<file path="config.mk">
export PLATFORM = sky130hd
export DESIGN_NAME = lssq_top
export DESIGN_NICKNAME = d
export VERILOG_FILES = /design/src/inc/lssq_pkg.sv /design/src/inc/lssq_if.sv /design/src/rtl/lssq_i2c.sv /design/src/rtl/lssq_top.sv
export SDC_FILE = /design/constraint.sdc
export NUM_CORES = 1
export LEC_CHECK = 0
export BUFFER_PORTS_ARGS = -buffer_cell sky130_fd_sc_hd__buf_2
export CORE_AREA = 2 2 149 151
export CTS_BUF_LIST = sky130_fd_sc_hd__clkbuf_16
export DETAILED_ROUTE_END_ITERATION = 10
export DIE_AREA = 0 0 151 153
export GPL_TIMING_DRIVEN = 0
export PLACE_DENSITY_LB_ADDON = 0.12
export RECOVER_POWER = 25
export SLEW_MARGIN = 5
export SYNTH_ARGS = -nofsm -noshare
export SYNTH_HDL_FRONTEND = slang
export SYNTH_SLANG_ARGS = --single-unit
</file>
<file path="constraint.sdc">
create_clock -name core_clk_i -period 7.3 [get_ports core_clk_i]
set_input_delay 1.46 -clock core_clk_i [delete_from_list [all_inputs] [get_ports core_clk_i]]
set_output_delay 1.46 -clock core_clk_i [all_outputs]
set_load 0.02 [all_outputs]
</file>
<file path="src/inc/lssq_pkg.sv">
// package of constants for the load switch sequencer
// assumes a 40 MHz core clock and an i2c target front end
package lssq_pkg;
    // ------------------------------------------------------------
    // register offsets
    // ------------------------------------------------------------
    localparam logic [7:0] REG_CHIPID = 8'h00;
    localparam logic [7:0] REG_VERID = 8'h01;
    localparam logic [7:0] REG_EN = 8'h02;
    localparam logic [7:0] REG_DIS = 8'h03;
    localparam logic [7:0] REG_TR0 = 8'h04;
    localparam logic [7:0] REG_SLOT_ASSIGN_CH1_CH2 = 8'h05;
    localparam logic [7:0] REG_SLOT_ASSIGN_CH3_CH4 = 8'h06;
    localparam logic [7:0] REG_SLOT_ASSIGN_CH5_CH6 = 8'h07;
    localparam logic [7:0] REG_SEQCTL = 8'h08;
    localparam logic [7:0] REG_TR1 = 8'h09;
    localparam logic [7:0] REG_RCB = 8'h0A;
    localparam logic [7:0] REG_STA = 8'h0B;
    localparam logic [7:0] REG_SOFTRST = 8'h69;
    // ------------------------------------------------------------
    // reset values and codes
    // ------------------------------------------------------------
    localparam logic [7:0] RST_CHIPID = 8'h30;
    localparam logic [7:0] RST_VERID = 8'h00;
    localparam logic [5:0] RST_DIS = 6'h3F;
    localparam logic [7:0] SOFTRST_KEY = 8'hB0;
    localparam logic [1:0] CMD_UP = 2'h1;
    localparam logic [1:0] CMD_DOWN = 2'h2;
    localparam logic [2:0] SLOT_IDLE = 3'h0;
    localparam logic [2:0] SLOT_LAST = 3'h7;
    localparam logic [6:0] ADDR_BASE = 7'h18;
    // ------------------------------------------------------------
    // slot timing: base slot time in microseconds, scaled by speed field
    // ------------------------------------------------------------
    localparam int CLK_MHZ = 40;
    localparam int SLOT_US = 250;
    localparam int SLOT_CYC = SLOT_US * CLK_MHZ;
endpackage

</file>
<file path="src/inc/lssq_if.sv">
// register write/read carrier between i2c front end and register file
// assumes one clock domain
`timescale 1ns/1ps
`default_nettype none
interface lssq_if;
    logic wr;
    logic [7:0] addr;
    logic [7:0] wdata;
    logic [7:0] rdata;
    modport target(output wr, output addr, output wdata, input rdata);
    modport regs(input wr, input addr, input wdata, output rdata);
endinterface
`default_nettype wire

</file>
<file path="src/rtl/lssq_i2c.sv">
// i2c target: address match, register pointer, auto increment
// assumes scl and sda already synchronised to core_clk_i
`timescale 1ns/1ps
`default_nettype none
module lssq_i2c (
    // clock and reset
    input wire logic core_clk_i,
    input wire logic rst_n_i,
    // synchronised bus levels
    input wire logic scl_i,
    input wire logic sda_i,
    input wire logic addr_sel_i,
    // open drain sda, oe low drives low
    output logic sda_oe_n_o,
    // register side
    lssq_if.target rb
);
    // ------------------------------------------------------------
    // states
    // ------------------------------------------------------------
    typedef enum logic [4:0] {
        LSSQ_IDLE = 5'b00001,
        LSSQ_RX = 5'b00010,
        LSSQ_ACK = 5'b00100,
        LSSQ_TX = 5'b01000,
        LSSQ_MACK = 5'b10000
    } lssq_st_t;

    lssq_st_t st_reg;
    logic scl_d_reg, sda_d_reg;
    logic [7:0] sh_reg;
    logic [3:0] bit_reg;
    logic [1:0] phase_reg; // 0 address, 1 pointer, 2 data
    logic rd_reg;
    logic [7:0] ptr_reg;
    logic drive_low_reg;
    logic wr_reg;
    logic [7:0] wdata_reg;

    wire scl_rise = scl_i & ~scl_d_reg;
    wire scl_fall = ~scl_i & scl_d_reg;
    wire start_c = scl_i & scl_d_reg & sda_d_reg & ~sda_i;
    wire stop_c = scl_i & scl_d_reg & ~sda_d_reg & sda_i;
    wire [6:0] my_addr = {lssq_pkg::ADDR_BASE[6:1], addr_sel_i};

    assign sda_oe_n_o = ~drive_low_reg;
    assign rb.wr = wr_reg;
    assign rb.addr = ptr_reg;
    assign rb.wdata = wdata_reg;

    // ------------------------------------------------------------
    // bus engine
    // ------------------------------------------------------------
    always_ff @(posedge core_clk_i) begin
        scl_d_reg <= scl_i;
        sda_d_reg <= sda_i;
        wr_reg <= 1'b0;
        if (!rst_n_i) begin
            st_reg <= LSSQ_IDLE;
            sh_reg <= 8'h00;
            bit_reg <= 4'h0;
            phase_reg <= 2'h0;
            rd_reg <= 1'b0;
            ptr_reg <= 8'h00;
            drive_low_reg <= 1'b0;
            wdata_reg <= 8'h00;
            scl_d_reg <= 1'b1;
            sda_d_reg <= 1'b1;
        end else if (start_c) begin
            st_reg <= LSSQ_RX;
            phase_reg <= 2'h0;
            bit_reg <= 4'h0;
            drive_low_reg <= 1'b0;
        end else if (stop_c) begin
            st_reg <= LSSQ_IDLE;
            drive_low_reg <= 1'b0;
        end else begin
            unique case (st_reg)
                LSSQ_IDLE: begin
                    drive_low_reg <= 1'b0;
                end
                LSSQ_RX: begin
                    if (scl_rise) begin
                        sh_reg <= {sh_reg[6:0], sda_i};
                        bit_reg <= bit_reg + 4'h1;
                    end else if (scl_fall && bit_reg == 4'h8) begin
                        bit_reg <= 4'h0;
                        if (phase_reg == 2'h0) begin
                            if (sh_reg[7:1] == my_addr) begin
                                rd_reg <= sh_reg[0];
                                drive_low_reg <= 1'b1;
                                st_reg <= LSSQ_ACK;
                            end else begin
                                st_reg <= LSSQ_IDLE;
                            end
                        end else begin
                            drive_low_reg <= 1'b1;
                            st_reg <= LSSQ_ACK;
                        end
                    end
                end
                LSSQ_ACK: begin
                    if (scl_fall) begin
                        drive_low_reg <= 1'b0;
                        if (phase_reg == 2'h1) begin
                            ptr_reg <= sh_reg;
                        end else if (phase_reg == 2'h2) begin
                            wdata_reg <= sh_reg;
                            wr_reg <= 1'b1;
                        end
                        if (phase_reg == 2'h0 && rd_reg) begin
                            sh_reg <= rb.rdata;
                            drive_low_reg <= ~rb.rdata[7];
                            bit_reg <= 4'h1;
                            st_reg <= LSSQ_TX;
                        end else begin
                            st_reg <= LSSQ_RX;
                            phase_reg <= (phase_reg == 2'h0) ? 2'h1 : 2'h2;
                        end
                    end
                end
                LSSQ_TX: begin
                    if (scl_fall) begin
                        if (bit_reg == 4'h8) begin
                            drive_low_reg <= 1'b0;
                            st_reg <= LSSQ_MACK;
                            ptr_reg <= ptr_reg + 8'h01;
                        end else begin
                            drive_low_reg <= ~sh_reg[3'h7 - bit_reg[2:0]];
                            bit_reg <= bit_reg + 4'h1;
                        end
                    end
                end
                LSSQ_MACK: begin
                    if (scl_rise) begin
                        st_reg <= sda_i ? LSSQ_IDLE : LSSQ_ACK;
                    end
                end
                default: st_reg <= LSSQ_IDLE;
            endcase
            if (wr_reg) begin
                ptr_reg <= ptr_reg + 8'h01;
            end
        end
    end
endmodule
`default_nettype wire

</file>
<file path="src/rtl/lssq_top.sv">
// load switch sequencer top: registers, slot sequencer, switch controls
// assumes raw scl/sda pins, enable pin drives synchronous reset path
// Notes on behaviour
// - slot code zero means the channel follows its enable bit directly.
// - seven slots; each channel holds a three-bit slot code, nonzero means sequenced.
// - command 01 runs power-up, counter climbs 001 to 111, then wraps to 000.
// - command 10 runs power-down, counter falls 111 to 000.
// - channels in the current slot turn on going up, off going down.
// - counter at 000 means no sequence running.
// - active flag high from first slot start to last slot end, going up (1 to 7) or down (7 to 1).
// - enable pin low shuts down and resets all registers.
// - enable pin low makes the bus ignored entirely.
// - an off channel with discharge bit set has its discharge path on.
// - off channels always block reverse current; on channels when bit set.
// - sda changes only while scl low, except start and stop.
// - bytes go msb first, each followed by one acknowledge bit.
// - each received write byte is acknowledged by pulling sda low.
// - target address 0011000 with select low, 0011001 with select high.
// - pointer byte follows address, then data bytes auto increment.
// - writing B0 to register 69 resets every register.
`timescale 1ns/1ps
`default_nettype none
module lssq_top #(
    parameter int NCH = 6,
    parameter int SLOT_CYCLES = lssq_pkg::SLOT_CYC,
    parameter logic [1:0] CHIP_REV = 2'h0 // arbitrary value
) (
    // clock and reset
    input wire logic core_clk_i,
    input wire logic rst_n_i,
    // device pins
    input wire logic enable_pin_i,
    input wire logic addr_sel_i,
    input wire logic scl_i,
    input wire logic sda_i,
    output logic sda_o,
    output logic sda_oe_n_o,
    // switch controls
    output logic [5:0] switch_on_o,
    output logic [5:0] discharge_on_o,
    output logic [5:0] rcb_on_o,
    output logic seq_active_o
);
    // ------------------------------------------------------------
    // pin synchronisers
    // ------------------------------------------------------------
    logic [3:0] s1_reg, s2_reg;
    always_ff @(posedge core_clk_i) begin
        if (!rst_n_i) begin
            s1_reg <= 4'hF;
            s2_reg <= 4'hF;
        end else begin
            s1_reg <= {enable_pin_i, addr_sel_i, scl_i, sda_i};
            s2_reg <= s1_reg;
        end
    end
    wire en_s = s2_reg[3];
    wire run_n = rst_n_i & en_s;

    // ------------------------------------------------------------
    // i2c front end, held in reset while enable pin low
    // ------------------------------------------------------------
    lssq_if rbus ();
    logic oe_n_int;
    lssq_i2c u_i2c (
        .core_clk_i(core_clk_i),
        .rst_n_i(run_n),
        .scl_i(s2_reg[1]),
        .sda_i(s2_reg[0]),
        .addr_sel_i(s2_reg[2]),
        .sda_oe_n_o(oe_n_int),
        .rb(rbus)
    );
    assign sda_o = 1'b0;
    assign sda_oe_n_o = oe_n_int | ~en_s;

    // ------------------------------------------------------------
    // registers
    // ------------------------------------------------------------
    logic [5:0] en_reg, dis_reg, tr0_reg, tr1_reg, rcb_reg;
    logic [2:0] slot_reg [NCH];
    logic [1:0] speed_reg;
    logic [1:0] cmd_reg;
    logic [2:0] cnt_reg;
    logic seq_on_reg;
    logic [5:0] seq_out_reg;
    logic [31:0] tick_reg;
    logic dir_up_reg;

    wire soft_rst = rbus.wr && rbus.addr == lssq_pkg::REG_SOFTRST
        && rbus.wdata == lssq_pkg::SOFTRST_KEY;
    wire clr = !run_n || soft_rst;
    wire cmd_wr = rbus.wr && rbus.addr == lssq_pkg::REG_SEQCTL;

    always_ff @(posedge core_clk_i) begin
        if (clr) begin
            en_reg <= 6'h00;
            dis_reg <= lssq_pkg::RST_DIS;
            tr0_reg <= 6'h00;
            tr1_reg <= 6'h00;
            rcb_reg <= 6'h00;
            speed_reg <= 2'h0;
            for (int i = 0; i < NCH; i++) begin
                slot_reg[i] <= 3'h0;
            end
        end else if (rbus.wr) begin
            unique case (rbus.addr)
                lssq_pkg::REG_EN: en_reg <= rbus.wdata[5:0];
                lssq_pkg::REG_DIS: dis_reg <= rbus.wdata[5:0];
                lssq_pkg::REG_TR0: tr0_reg <= rbus.wdata[5:0];
                lssq_pkg::REG_TR1: tr1_reg <= rbus.wdata[5:0];
                lssq_pkg::REG_RCB: rcb_reg <= rbus.wdata[5:0];
                lssq_pkg::REG_SLOT_ASSIGN_CH1_CH2: begin
                    slot_reg[0] <= rbus.wdata[2:0];
                    slot_reg[1] <= rbus.wdata[5:3];
                end
                lssq_pkg::REG_SLOT_ASSIGN_CH3_CH4: begin
                    slot_reg[2] <= rbus.wdata[2:0];
                    slot_reg[3] <= rbus.wdata[5:3];
                end
                lssq_pkg::REG_SLOT_ASSIGN_CH5_CH6: begin
                    slot_reg[4] <= rbus.wdata[2:0];
                    slot_reg[5] <= rbus.wdata[5:3];
                end
                lssq_pkg::REG_SEQCTL: speed_reg <= rbus.wdata[7:6];
                default: ;
            endcase
        end
    end

    // ------------------------------------------------------------
    // slot sequencer
    // ------------------------------------------------------------
    function automatic logic [31:0] slot_len(input logic [1:0] spd);
        slot_len = SLOT_CYCLES << spd;
    endfunction

    always_ff @(posedge core_clk_i) begin
        if (clr) begin
            cmd_reg <= 2'h0;
            cnt_reg <= lssq_pkg::SLOT_IDLE;
            seq_on_reg <= 1'b0;
            tick_reg <= 32'h0;
            dir_up_reg <= 1'b1;
        end else if (cmd_wr && rbus.wdata[5:4] == lssq_pkg::CMD_UP && !seq_on_reg) begin
            cmd_reg <= lssq_pkg::CMD_UP;
            dir_up_reg <= 1'b1;
            cnt_reg <= 3'h1;
            seq_on_reg <= 1'b1;
            tick_reg <= 32'h0;
        end else if (cmd_wr && rbus.wdata[5:4] == lssq_pkg::CMD_DOWN && !seq_on_reg) begin
            cmd_reg <= lssq_pkg::CMD_DOWN;
            dir_up_reg <= 1'b0;
            cnt_reg <= lssq_pkg::SLOT_LAST;
            seq_on_reg <= 1'b1;
            tick_reg <= 32'h0;
        end else if (seq_on_reg) begin
            if (tick_reg >= slot_len(speed_reg) - 32'h1) begin
                tick_reg <= 32'h0;
                if (dir_up_reg) begin
                    cnt_reg <= cnt_reg + 3'h1; // wraps 7 -> 0 at end
                    seq_on_reg <= cnt_reg != lssq_pkg::SLOT_LAST;
                end else begin
                    cnt_reg <= cnt_reg - 3'h1;
                    seq_on_reg <= cnt_reg != 3'h1;
                end
                if ((dir_up_reg && cnt_reg == lssq_pkg::SLOT_LAST) || (!dir_up_reg && cnt_reg == 3'h1)) begin
                    cmd_reg <= 2'h0;
                end
            end else begin
                tick_reg <= tick_reg + 32'h1;
            end
        end
    end

    // sequenced channel state, applied at slot start
    always_ff @(posedge core_clk_i) begin
        if (clr) begin
            seq_out_reg <= 6'h00;
        end else begin
            for (int i = 0; i < NCH; i++) begin
                if (seq_on_reg && cnt_reg != lssq_pkg::SLOT_IDLE && slot_reg[i] == cnt_reg) begin
                    seq_out_reg[i] <= dir_up_reg;
                end
            end
        end
    end

    // ------------------------------------------------------------
    // switch control outputs
    // ------------------------------------------------------------
    logic [5:0] on_next;
    always_comb begin
        on_next = 6'h00;
        for (int i = 0; i < NCH; i++) begin
            on_next[i] = (slot_reg[i] == lssq_pkg::SLOT_IDLE) ? en_reg[i] : seq_out_reg[i];
        end
    end

    // while shut down every channel is off, so the default discharge selects apply
    always_ff @(posedge core_clk_i) begin
        if (clr) begin
            switch_on_o <= 6'h00;
            discharge_on_o <= lssq_pkg::RST_DIS;
            rcb_on_o <= 6'h3F;
            seq_active_o <= 1'b0;
        end else begin
            seq_active_o <= seq_on_reg;
            switch_on_o <= on_next;
            discharge_on_o <= ~on_next & dis_reg;
            rcb_on_o <= ~on_next | rcb_reg;
        end
    end

    // ------------------------------------------------------------
    // read mux
    // ------------------------------------------------------------
    always_comb begin
        rbus.rdata = 8'h00;
        unique case (rbus.addr)
            lssq_pkg::REG_CHIPID: rbus.rdata = {lssq_pkg::RST_CHIPID[7:2], CHIP_REV};
            lssq_pkg::REG_VERID: rbus.rdata = lssq_pkg::RST_VERID;
            lssq_pkg::REG_EN: rbus.rdata = {2'h0, en_reg};
            lssq_pkg::REG_DIS: rbus.rdata = {2'h0, dis_reg};
            lssq_pkg::REG_TR0: rbus.rdata = {2'h0, tr0_reg};
            lssq_pkg::REG_SLOT_ASSIGN_CH1_CH2: rbus.rdata = {2'h0, slot_reg[1], slot_reg[0]};
            lssq_pkg::REG_SLOT_ASSIGN_CH3_CH4: rbus.rdata = {2'h0, slot_reg[3], slot_reg[2]};
            lssq_pkg::REG_SLOT_ASSIGN_CH5_CH6: rbus.rdata = {2'h0, slot_reg[5], slot_reg[4]};
            lssq_pkg::REG_SEQCTL: rbus.rdata = {speed_reg, cmd_reg, seq_on_reg, cnt_reg};
            lssq_pkg::REG_TR1: rbus.rdata = {2'h0, tr1_reg};
            lssq_pkg::REG_RCB: rbus.rdata = {2'h0, rcb_reg};
            lssq_pkg::REG_STA: rbus.rdata = {2'h0, switch_on_o};
            default: rbus.rdata = 8'h00;
        endcase
    end
endmodule
`default_nettype wire

</file>
-- Yosys cells after proc, flatten, opt, wreduce, memory -nomap -nowiden
Memories as Yosys holds them, arrays and structs flattened.
Cells that the tools add are included.
Widths: inputs -> output; s select.
- register bits: 144
- memory bits (writable): 18
- input bits: 6
- output and inout bits: 21
- logic and storage cells: 290
- memories: 1
- memory list (name ; depth ; bits a word ; rd ports ; clocked after Yosys merged registers in ; write ports ; RTL line ; text):
    slot_reg ; 6 ; 3 ; 6 ; 0 ; 6 ; lssq_top.sv:81 ; logic [2:0] slot_reg [NCH];
- add/sub/neg operators: 7
- $lt $le $gt $ge: 2
- eq/ne operators: 55
- shifts and indexed selects: 1
- muxes and demuxes: 86
- bitwise logic cells: 35
- reduce and logical (&&, ||, !) cells: 66
- operator list (operator ; count):
    $pmux 8 s11 ; 1
    $mux 8 ; 8
    $mux 3 ; 13
    $mux 1 ; 37
    $reduce_and 7->1 ; 5
    $add 32x1->32 const B ; 1
    $eq 8x3->1 const B ; 4
    $eq 8x4->1 const B ; 4
    $ge 32x32->1 ; 1
    $mux 32 ; 1
    $pmux 8 s2 ; 2
    $shl 14x2->32 const A ; 1
    $sub 32x1->32 const B ; 1
    $mux 5 ; 6
    $mux 4 ; 7
    $pmux 5 s5 ; 1
    $ne 3x1->1 const B ; 7
    $ne 4x1->1 const B ; 5
    $eq 3x3->1 ; 6
    $logic_and 1x1->1 ; 18
    $logic_not 3->1 ; 6
    $reduce_and 6->1 ; 3
    $reduce_bool 3->1 ; 6
    $not 1->1 ; 17
    45 further kinds ; 91

-- Depth between registers and ports, before layout
Gate-level depths: netlist of the first run.
- depth after elaboration: 8
- gate-level depth with buffers: 12
- gate-level depth less buffers: 10

-- Modules after synthesis
From an unflattened synthesis of the first run, not the netlist that was laid out.
- cell total of the unflattened synthesis: 993
- area, all modules: 8689.6 sq um
- by module, submodules not included (module ; times used ; cells each ; area an instance (sq um) ; sequential area each (sq um)):
    lssq_top ; 1 ; 714 ; 6387.4 ; 2622.5
    lssq_i2c ; 1 ; 279 ; 2302.2 ; 800.8

-- Worst setup path after synthesis of the first run
OpenSTA, ideal clock, no wires.
- path kind: input to register
- from: in rst_n_i
- to: mem slot_reg[2][0], enable pin
- arrival time: 2.494 ns
- data required time: 6.971 ns
- slack: 4.477 ns
- stages on the path: 5
- buffers on the path: 2
- cells stage by stage: and2_1 clkbuf_1 o21a_1 clkbuf_1 o21ai_0
- RTL lines (item ; RTL line ; text):
    start, declared ; lssq_top.sv:30 ; input wire logic rst_n_i,
    end, declared ; lssq_top.sv:81 ;

==> impl_metrics.ini, run 1 <==
[yosys]
yosys_warnings = 0
synth_area_leaders = dfxtp_1 34%, mux2i_1 6.8%, edfxtp_1 6.4%
synth_area_sq_um = 8512
synth_area_per_cell_sq_um = 8.867
syn-instance-count = 960
synth-seq-cells = 162
yosysMostFrequentCell = dfxtp_1
synthFlopType = dfxtp_1
synth_top_area_frac = 0.3387
yosysSeqAreaShare = 0.4022
yosys.area.top_type = dfxtp_1
ys_top_cells_by_count = 144 x dfxtp_1, 129 x nor2_1, 66 x nand2_1, 58 x mux2i_1, 48 x a21oi_1
postSynth.asyncResetShare = 0
synth_edf_count = 18
ys_types = 69

[finish]
multi_input_area_sq_um = 4847
area_growth_pct = 12.63
regArea_sq_um = 3423
drive_gt1_frac = 0.06329
nets = 1062
fillers = 2164
largest_reg_flops = 32
final_cell_area_sq_um = 9587
n_antenna_cell = 0
final_util = 0.4462

[global_route]
grt_pass1_vias = 6849
antenna_found_initial = 0
grtUsageTotal = 0.2147
grt_pass1_wl_um = 38470
grt_overflow = 0
grt_start_max_net_pins = 18

[placement]
dp.final_hpwl_um = 17760
place_congestion = 0.9321
dpl_cell_area_sq_um = 9025
portBuffers = 25
pre_cts_ws_ps = 3452

[worst_setup_path]
slowest_stage = o21ai_0
cp-start-kind = input pin
arrival_ps = 3620
cpPeakStageDelay_ps = 520
worstPathCellList = clkbuf_1 -> and2_1 -> clkbuf_1 -> o21a_1 -> clkbuf_1 -> o21ai_0
critical_path_required_ps = 7350
cp-end-kind = register
cpMostUsedCell = clkbuf_1
crit_type = in -> reg
critical_path.max_fanout = 10

[worst_hold_path]
hold_class = reg -> reg

[route]
drtIter0Drc = 614
routed_wl_um = 24280
dr_total_vias = 7298
drtPass1Iterations = 7
vias_per_cell = 5.584
wire_per_inst_um = 18.58
detail-route-antenna-nets = 0
drc = 0

[timing]
setup_tns_ps = 0
worstMarginPinSlew_ps = 1112
min_period_ps = 3566
setup_violations = 0
hold_viol = 0
period_share = 0.4884
clock-skew-final_ps = 12.90
drv_slew = 0
worst_slack_ps = 3734
timing.slew.headroom = 0.2505
max_freq_mhz = 280.5
rsz0062_at_grt = false

[power]
pwr-share-clk = 0.485
p_seq_frac = 0.486
p_sw_uw = 474.2
p_leak_uw = 0.003803
powerDensity_nw_per_um2 = 196.7
combPwrFrac = 0.029
switching_share = 0.2515
intPower_uw = 1411
max-vdd-ir-drop_mv = 0.1330

[cts]
clkTransAtPathRegs_ps = 70
cts_made_buffers = 17
cts_setup_buffers = 0
clk-insertion-delay-late_ps = 430
cts-root-buf = clkbuf_16
cts_resized = 0
cts_tree = done
clk_path_buf_depth = 2
h-tree-depth = 4
ctsHoldBuffers = 0
clock-sinks = 162

[floorplanning]
coreArea_sq_um = 21490
boundaryPins = 27
die_area_sq_um = 23100
start_util = 0.3962
die_h_um = 153
die_w_um = 151
row_count = 54

[outcome]
status = completed

[job]
drv_cap = 0
area by class of cell:
| cell class | instances | share of cell area |
|---|---|---|
| Buffer | 49 | 0.02127 |
| Inverter | 19 | 0.007439 |
| Timing Repair Buffer | 25 | 0.01070 |
| Clock inverter | 15 | 0.01697 |
| Tap cell | 280 | 0.03654 |
| Clock buffer | 17 | 0.04437 |
| Multi-Input combinational cell | 740 | 0.5056 |
| Sequential cell | 162 | 0.3571 |
worst max-delay path: cells and delay by family:
| kind | cells | cell delay, ps |
|---|---|---|
| and+or+nand+nor | 1 | 180 |
| AOI/OAI and AO/OA | 2 | 780 |
| buffers and inverters | 3 | 1190 |
metal layers:
layer  wire [um]  global-route usage  vias to the layer above
li1            -                   -                     3535
met1       11430              0.3096                     3547
met4         329             0.05563                        0
met2       11300              0.3314                      191
met3        1220             0.03791                       25
met5           0                   0                        -
stage by stage:
step / std cells / hold slack (ps) / total power (uW)
after floorplan: 970 / 386.3 / 968.7
after global placement: 1275 / 390.5 / 990.9
after detailed placement: 1275 / 395.7 / 990.8
after CTS: 1307 / 413.4 / 1903
after global routing: 1307 / 422.6 / 1939
final: 1307 / 409.7 / 1885
placed cells by master (no fill, tap or decap), types with 7 or more instances in the layout:
cell type / synthesis / layout
a211oi_1: 9 / 9
a21oi_1: 48 / 48
a22oi_1: 8 / 8
and2_1: 23 / 23
and3_1: 13 / 13
buf_2: 13 / 17
clkbuf_1: 30 / 51
clkbuf_16: 0 / 17
conb_1: 2 / 12
dfxtp_1: 144 / 144
edfxtp_1: 18 / 18
ha_1: 42 / 42
inv_1: 19 / 19
mux2i_1: 58 / 58
nand2_1: 66 / 66
nand2b_1: 24 / 24
nand3_1: 46 / 46
nand3b_1: 7 / 7
nand4_1: 13 / 13
nor2_1: 129 / 129
nor2b_1: 13 / 13
nor3_1: 26 / 26
nor4_1: 14 / 14
o21ai_0: 24 / 24
or3_1: 8 / 8
xnor2_1: 13 / 13
xor2_1: 39 / 39
worst paths after layout:
path                          start        endpoint  slack (ps)  depth (start not counted)
setup / recovery            rst_n_i  slot_reg[5][0]        3730                          6
setup reg to reg  u_i2c.rb.wdata[0]    speed_reg[1]        4140                          7
hold reg to reg           s1_reg[2]       s2_reg[2]         410                          1
hold / removal            s1_reg[2]       s2_reg[2]         410                          1
cells by family (layout without fill, tap and decap cells):
logic type | after synthesis | after routing | share of synthesized area
compound gates | 162 | 162 | 0.1313
xor+xnor | 52 | 52 | 0.05351
fa+ha+maj | 42 | 42 | 0.06174
buf+inv | 68 | 125 | 0.03278
flops | 162 | 162 | 0.4022
mux | 61 | 61 | 0.07482
other cells | 2 | 12 | 0.0008823
simple gates | 411 | 411 | 0.2428
power groups by stage:
stage | logic (uW) | registers (uW) | clock network [uW]
floorplan | 36.5 | 932 | 0
global placement | 55.0 | 936 | 0
global route | 60.7 | 916 | 962
finish | 55.0 | 916 | 915
detailed placement | 54.9 | 936 | 0
CTS | 55.3 | 915 | 932
No activity file was read; power rests on OpenSTA's default activity.
==> inputs of run 2 (changes only) <==
clock period = 3.38 ns   (was 7.3 ns; I/O delays follow)
==> run 2 against run 1 <==
  * Combinational power is 120% higher
  * Register-to-register slack worse by 3900 ps
  * Final cell count stayed put
  * Non-clock buffer count unchanged
  * Utilization hardly changed
  * Global-route usage stayed put
  * Total power up 120%
  * Critical path depth grew 1
  * Highest routed layer unchanged
==> impl_metrics.ini, run 2 (synthesized netlist as in run 1, its figures left out) <==
[placement]
dpl_cell_area_sq_um = 9025
place_congestion = 0.9321
portBuffers = 25
dp.final_hpwl_um = 17760

[cts]
ctsHoldBuffers = 0
clk-insertion-delay-late_ps = 430
cts_tree = done
cts_resized = 0
cts-root-buf = clkbuf_16
h-tree-depth = 4
cts_made_buffers = 17
clkTransAtPathRegs_ps = 70
clock-sinks = 162
cts_setup_buffers = 0
clk_path_buf_depth = 2

[power]
powerDensity_nw_per_um2 = 425.0
pwr-share-clk = 0.485
combPwrFrac = 0.029
p_sw_uw = 1025
p_leak_uw = 0.003796
switching_share = 0.2517
max-vdd-ir-drop_mv = 0.2864
p_seq_frac = 0.486
intPower_uw = 3048
p_total_uw = 4073

[finish]
final_cell_area_sq_um = 9583
area_growth_pct = 12.58
largest_reg_flops = 32
drive_gt1_frac = 0.05940
layout_commonest_cell = dfxtp_1
mostFrequentLayoutCells = 144 x dfxtp_1, 129 x nor2_1, 66 x nand2_1, 58 x mux2i_1, 54 x clkbuf_1
n_antenna_cell = 0
nets = 1062

[timing]
timing.slew.headroom = 0.2468
setup_tns_ps = 0
max_freq_mhz = 314.0
min_period_ps = 3185
period_share = 0.9423
clock-skew-final_ps = 10.90
rsz0062_at_grt = false
drv_slew = 0
worstMarginPinSlew_ps = 1118
setup_violations = 0
hold_viol = 0

[worst_setup_path]
critical_path_required_ps = 3670
cp-start-kind = register
critical_path.max_fanout = 10
crit_type = reg -> reg
worstPathCellList = clkbuf_1 -> nor4b_1 -> nand3_1 -> o21ai_1 -> clkbuf_1 -> clkbuf_1 -> nor2_1
cpPeakStageDelay_ps = 610
arrival_ps = 3470
slowest_stage = clkbuf_1
cpMostUsedCell = clkbuf_1
cp-end-kind = register

[floorplanning]
start_util = 0.3962
coreArea_sq_um = 21490
die_h_um = 153
row_count = 54
die_w_um = 151
boundaryPins = 27
die_area_sq_um = 23100

[global_route]
grtUsageTotal = 0.2147
grt_pass1_wl_um = 38470
grt_overflow = 0
antenna_found_initial = 0
grt_pass1_vias = 6849
grt_start_max_net_pins = 18

[job]
drv_cap = 0

[route]
dr_total_vias = 7293
routed_wl_um = 24390
dr_wl_met2_um = 11270
drtIter0Drc = 596
vias_per_cell = 5.580
drc = 0
met1_length_um = 11610
routed.top_layer = met4
wl_met3_um = 1145
wire_per_inst_um = 18.66
drtPass1Iterations = 8
detail-route-antenna-nets = 0

[worst_hold_path]
hold_class = reg -> reg

[outcome]
status = completed
run 2: changes by cell type in the layout (fill, tap and decap cells not counted), sizes merged:
cell	previous run	this run
buf	23	20
clkbuf	68	71
run 2: metrics by stage:
stage                     instances  hold slack, ps  worst slack, ps  utilization
after floorplan                 970           386.3            778.3            -
after global routing           1307           409.2            41.31       0.4460
final                          1307           410.1            194.9       0.4460
after CTS                      1307           406.5            160.8       0.4474
after detailed placement       1275           395.7            217.9       0.4200
after global placement         1275           390.5            257.0       0.4200
run 2: per-layer routing:
layer	up-vias	GRT usage
met2	198	0.3314
met1	3522	0.3096
met3	37	0.03791
met5	-	0
li1	3536	-
met4	0	0.05563
run 2: worst max-delay path, delay by kind of cell, from the launching register on:
family          cells  cell delay (ps)
compound gates      1              510
flops               1              300
buf+inv             3             1510
simple gates        3              710
run 2: cell type report:
class | count | area, sq um
Clock buffer | 17 | 425.4
Sequential cell | 162 | 3423
Tap cell | 280 | 350.3
Inverter | 19 | 71.32
Buffer | 49 | 203.9
Timing Repair Buffer | 25 | 98.84
Fill cell | 2167 | 11900
Multi-Input combinational cell | 740 | 4847
Clock inverter | 15 | 162.7
run 2: path summary, 6_finish.rpt:
path                      from            to  slack, ps  cells past startpoint
max          u_i2c.rb.wdata[0]  speed_reg[1]        190                      7
max reg2reg  u_i2c.rb.wdata[0]  speed_reg[1]        190                      7
min reg2reg          s1_reg[0]     s2_reg[0]        410                      1
min                  s1_reg[0]     s2_reg[0]        410                      1
run 2: power groups by stage:
stage	clock network [uW]	logic (uW)	registers (uW)
2_1_floorplan	0	78.8	2010
3_3_place_gp	0	119	2020
3_5_place_dp	0	119	2020
4_1_cts	2010	119	1980
5_1_grt	2080	131	1980
6_report	1980	119	1980
==> inputs of run 3 (changes only) <==
CORE_AREA = 2 2 188 190   (was 2 2 149 151)
DIE_AREA = 0 0 190 192   (was 0 0 151 153)
==> run 3 against run 2 <==
  * Global-route usage fell by 6.3 points
  * Count of clock-buffer cells in the layout did not move
  * Worst setup slack better by 120 ps
  * Die area increased by 58%
  * Clock skew increased by 2.2 ps
  * Worst hold slack worse by 6.1 ps
  * Routed wire length up 10%
  * Register-to-register slack better by 120 ps
  * Final cell count increased by 13%
  * Critical path type unchanged
  * Largest cell class unchanged
  * Largest power group is now clock
==> impl_metrics.ini, run 3 (synthesized netlist as in run 1, its figures left out) <==
[route]
drc = 0
detail-route-antenna-nets = 0
drtPass1Iterations = 7
drtIter0Drc = 455
dr_total_vias = 7179
routed_wl_um = 26860
wire_per_inst_um = 18.11
vias_per_cell = 4.841

[finish]
layout_commonest_cell = dfxtp_1
drive_gt1_frac = 0.05940
area_growth_pct = 15.46
largest_reg_flops = 32
final_util = 0.2866
mostFrequentLayoutCells = 143 x dfxtp_1, 129 x nor2_1, 66 x nand2_1, 58 x mux2i_1, 55 x clkbuf_1
nets = 1062

[cts]
clk-insertion-delay-late_ps = 450
ctsHoldBuffers = 0
cts_setup_buffers = 0
h-tree-depth = 4
clk_path_buf_depth = 2
cts_made_buffers = 17
clkTransAtPathRegs_ps = 70
clock-sinks = 162
cts_tree = done
cts_resized = 0
cts-root-buf = clkbuf_16

[timing]
rsz0062_at_grt = false
setup_violations = 0
worstMarginPinSlew_ps = 1217
setup_tns_ps = 0
timing.slew.headroom = 0.1801
hold_viol = 0
drv_slew = 0
min_period_ps = 3066
clock-skew-final_ps = 13.11
max_freq_mhz = 326.2
period_share = 0.9070

[worst_hold_path]
holdPathStages = 2
hp-start = sda_i
hold_class = in -> reg

[worst_setup_path]
cp_num_buf_inv = 3
crit_type = reg -> reg
worstPathCellList = inv_1 -> ha_1 -> ha_1 -> and2_1 -> a221o_1 -> a221o_1 -> o211ai_1 -> nand3_1 -> buf_2 -> buf_4 -> nor2_1
cpPeakStageDelay_ps = 510
critical_path.max_fanout = 10
cp-end-kind = register
slowest_stage = dfxtp_1
cp-start-kind = register
startpoint = speed_reg[0]
cp_top_family = compound AO/OA/AOI/OAI gates
arrival_ps = 3450
critical_path_depth = 11
r2r-start = speed_reg[0]
r2r_cells = 11
critical_path_required_ps = 3760

[global_route]
grt_pass1_wl_um = 41970
grt_overflow = 0
antenna_found_initial = 0
grt_start_max_net_pins = 18
grtUsageTotal = 0.1521
grt_pass1_vias = 6874

[floorplanning]
coreArea_sq_um = 34290
die_h_um = 192
die_w_um = 190
die_area_sq_um = 36480
boundaryPins = 27
start_util = 0.2482
row_count = 68

[placement]
place_congestion = 0.8448
dp.final_hpwl_um = 19560
portBuffers = 25

[power]
powerDensity_nw_per_um2 = 425.6
p_leak_uw = 0.003797
max-vdd-ir-drop_mv = 0.3769

[job]
drv_cap = 0

[outcome]
status = completed
[run 3: worst paths after layout]
| check | endpoint | slack [ps] |
|---|---|---|
| max | tick_reg[28] | 310 |
| min | s1_reg[0] | 400 |
| max reg2reg | tick_reg[28] | 310 |
| min reg2reg | s2_reg[1] | 410 |
[run 3: report_power, final]
group	total (uW)	switching, uW	internal (uW)	leakage, uW
clock network	2080	958	1130	0.000294
logic	122	88.9	32.9	0.00215
registers	1980	19.3	1960	0.00135
total	4180	1070	3120	0.00380
[run 3: metal layers]
| layer | share of wire | GRT usage | vias up |
|---|---|---|---|
| met5 | 0 | 0 | - |
| met2 | 0.46 | 0.2399 | 122 |
| met1 | 0.49 | 0.2089 | 3487 |
| met3 | 0.038 | 0.03143 | 21 |
| met4 | 0.015 | 0.04442 | 0 |
| li1 | - | - | 3549 |
[run 3: layout make-up]
cell class                      instances  area [sq um]
Antenna cell                            1         2.502
Buffer                                 49         202.7
Clock buffer                           17         425.4
Clock inverter                         15         186.4
Fill cell                            3682         24460
Inverter                               19         71.32
Multi-Input combinational cell        740          4847
Sequential cell                       162          3425
Tap cell                              455         569.3
Timing Repair Buffer                   25         98.84
[run 3: per-stage QoR]
step / instance area [sq um] / std cells / total power [uW] / setup slack (ps) / hold slack (ps)
after global placement: 9244 / 1450 / 2147 / 54.58 / 393.7
after floorplan: 8549 / 970 / 2092 / 778.3 / 386.3
after detailed placement: 9244 / 1450 / 2145 / 123.1 / 395.8
final: 9828 / 1483 / 4183 / 314.3 / 404.1
after global routing: 9826 / 1482 / 4345 / 60.37 / 378.9
after CTS: 9856 / 1482 / 4255 / 152.3 / 379.9
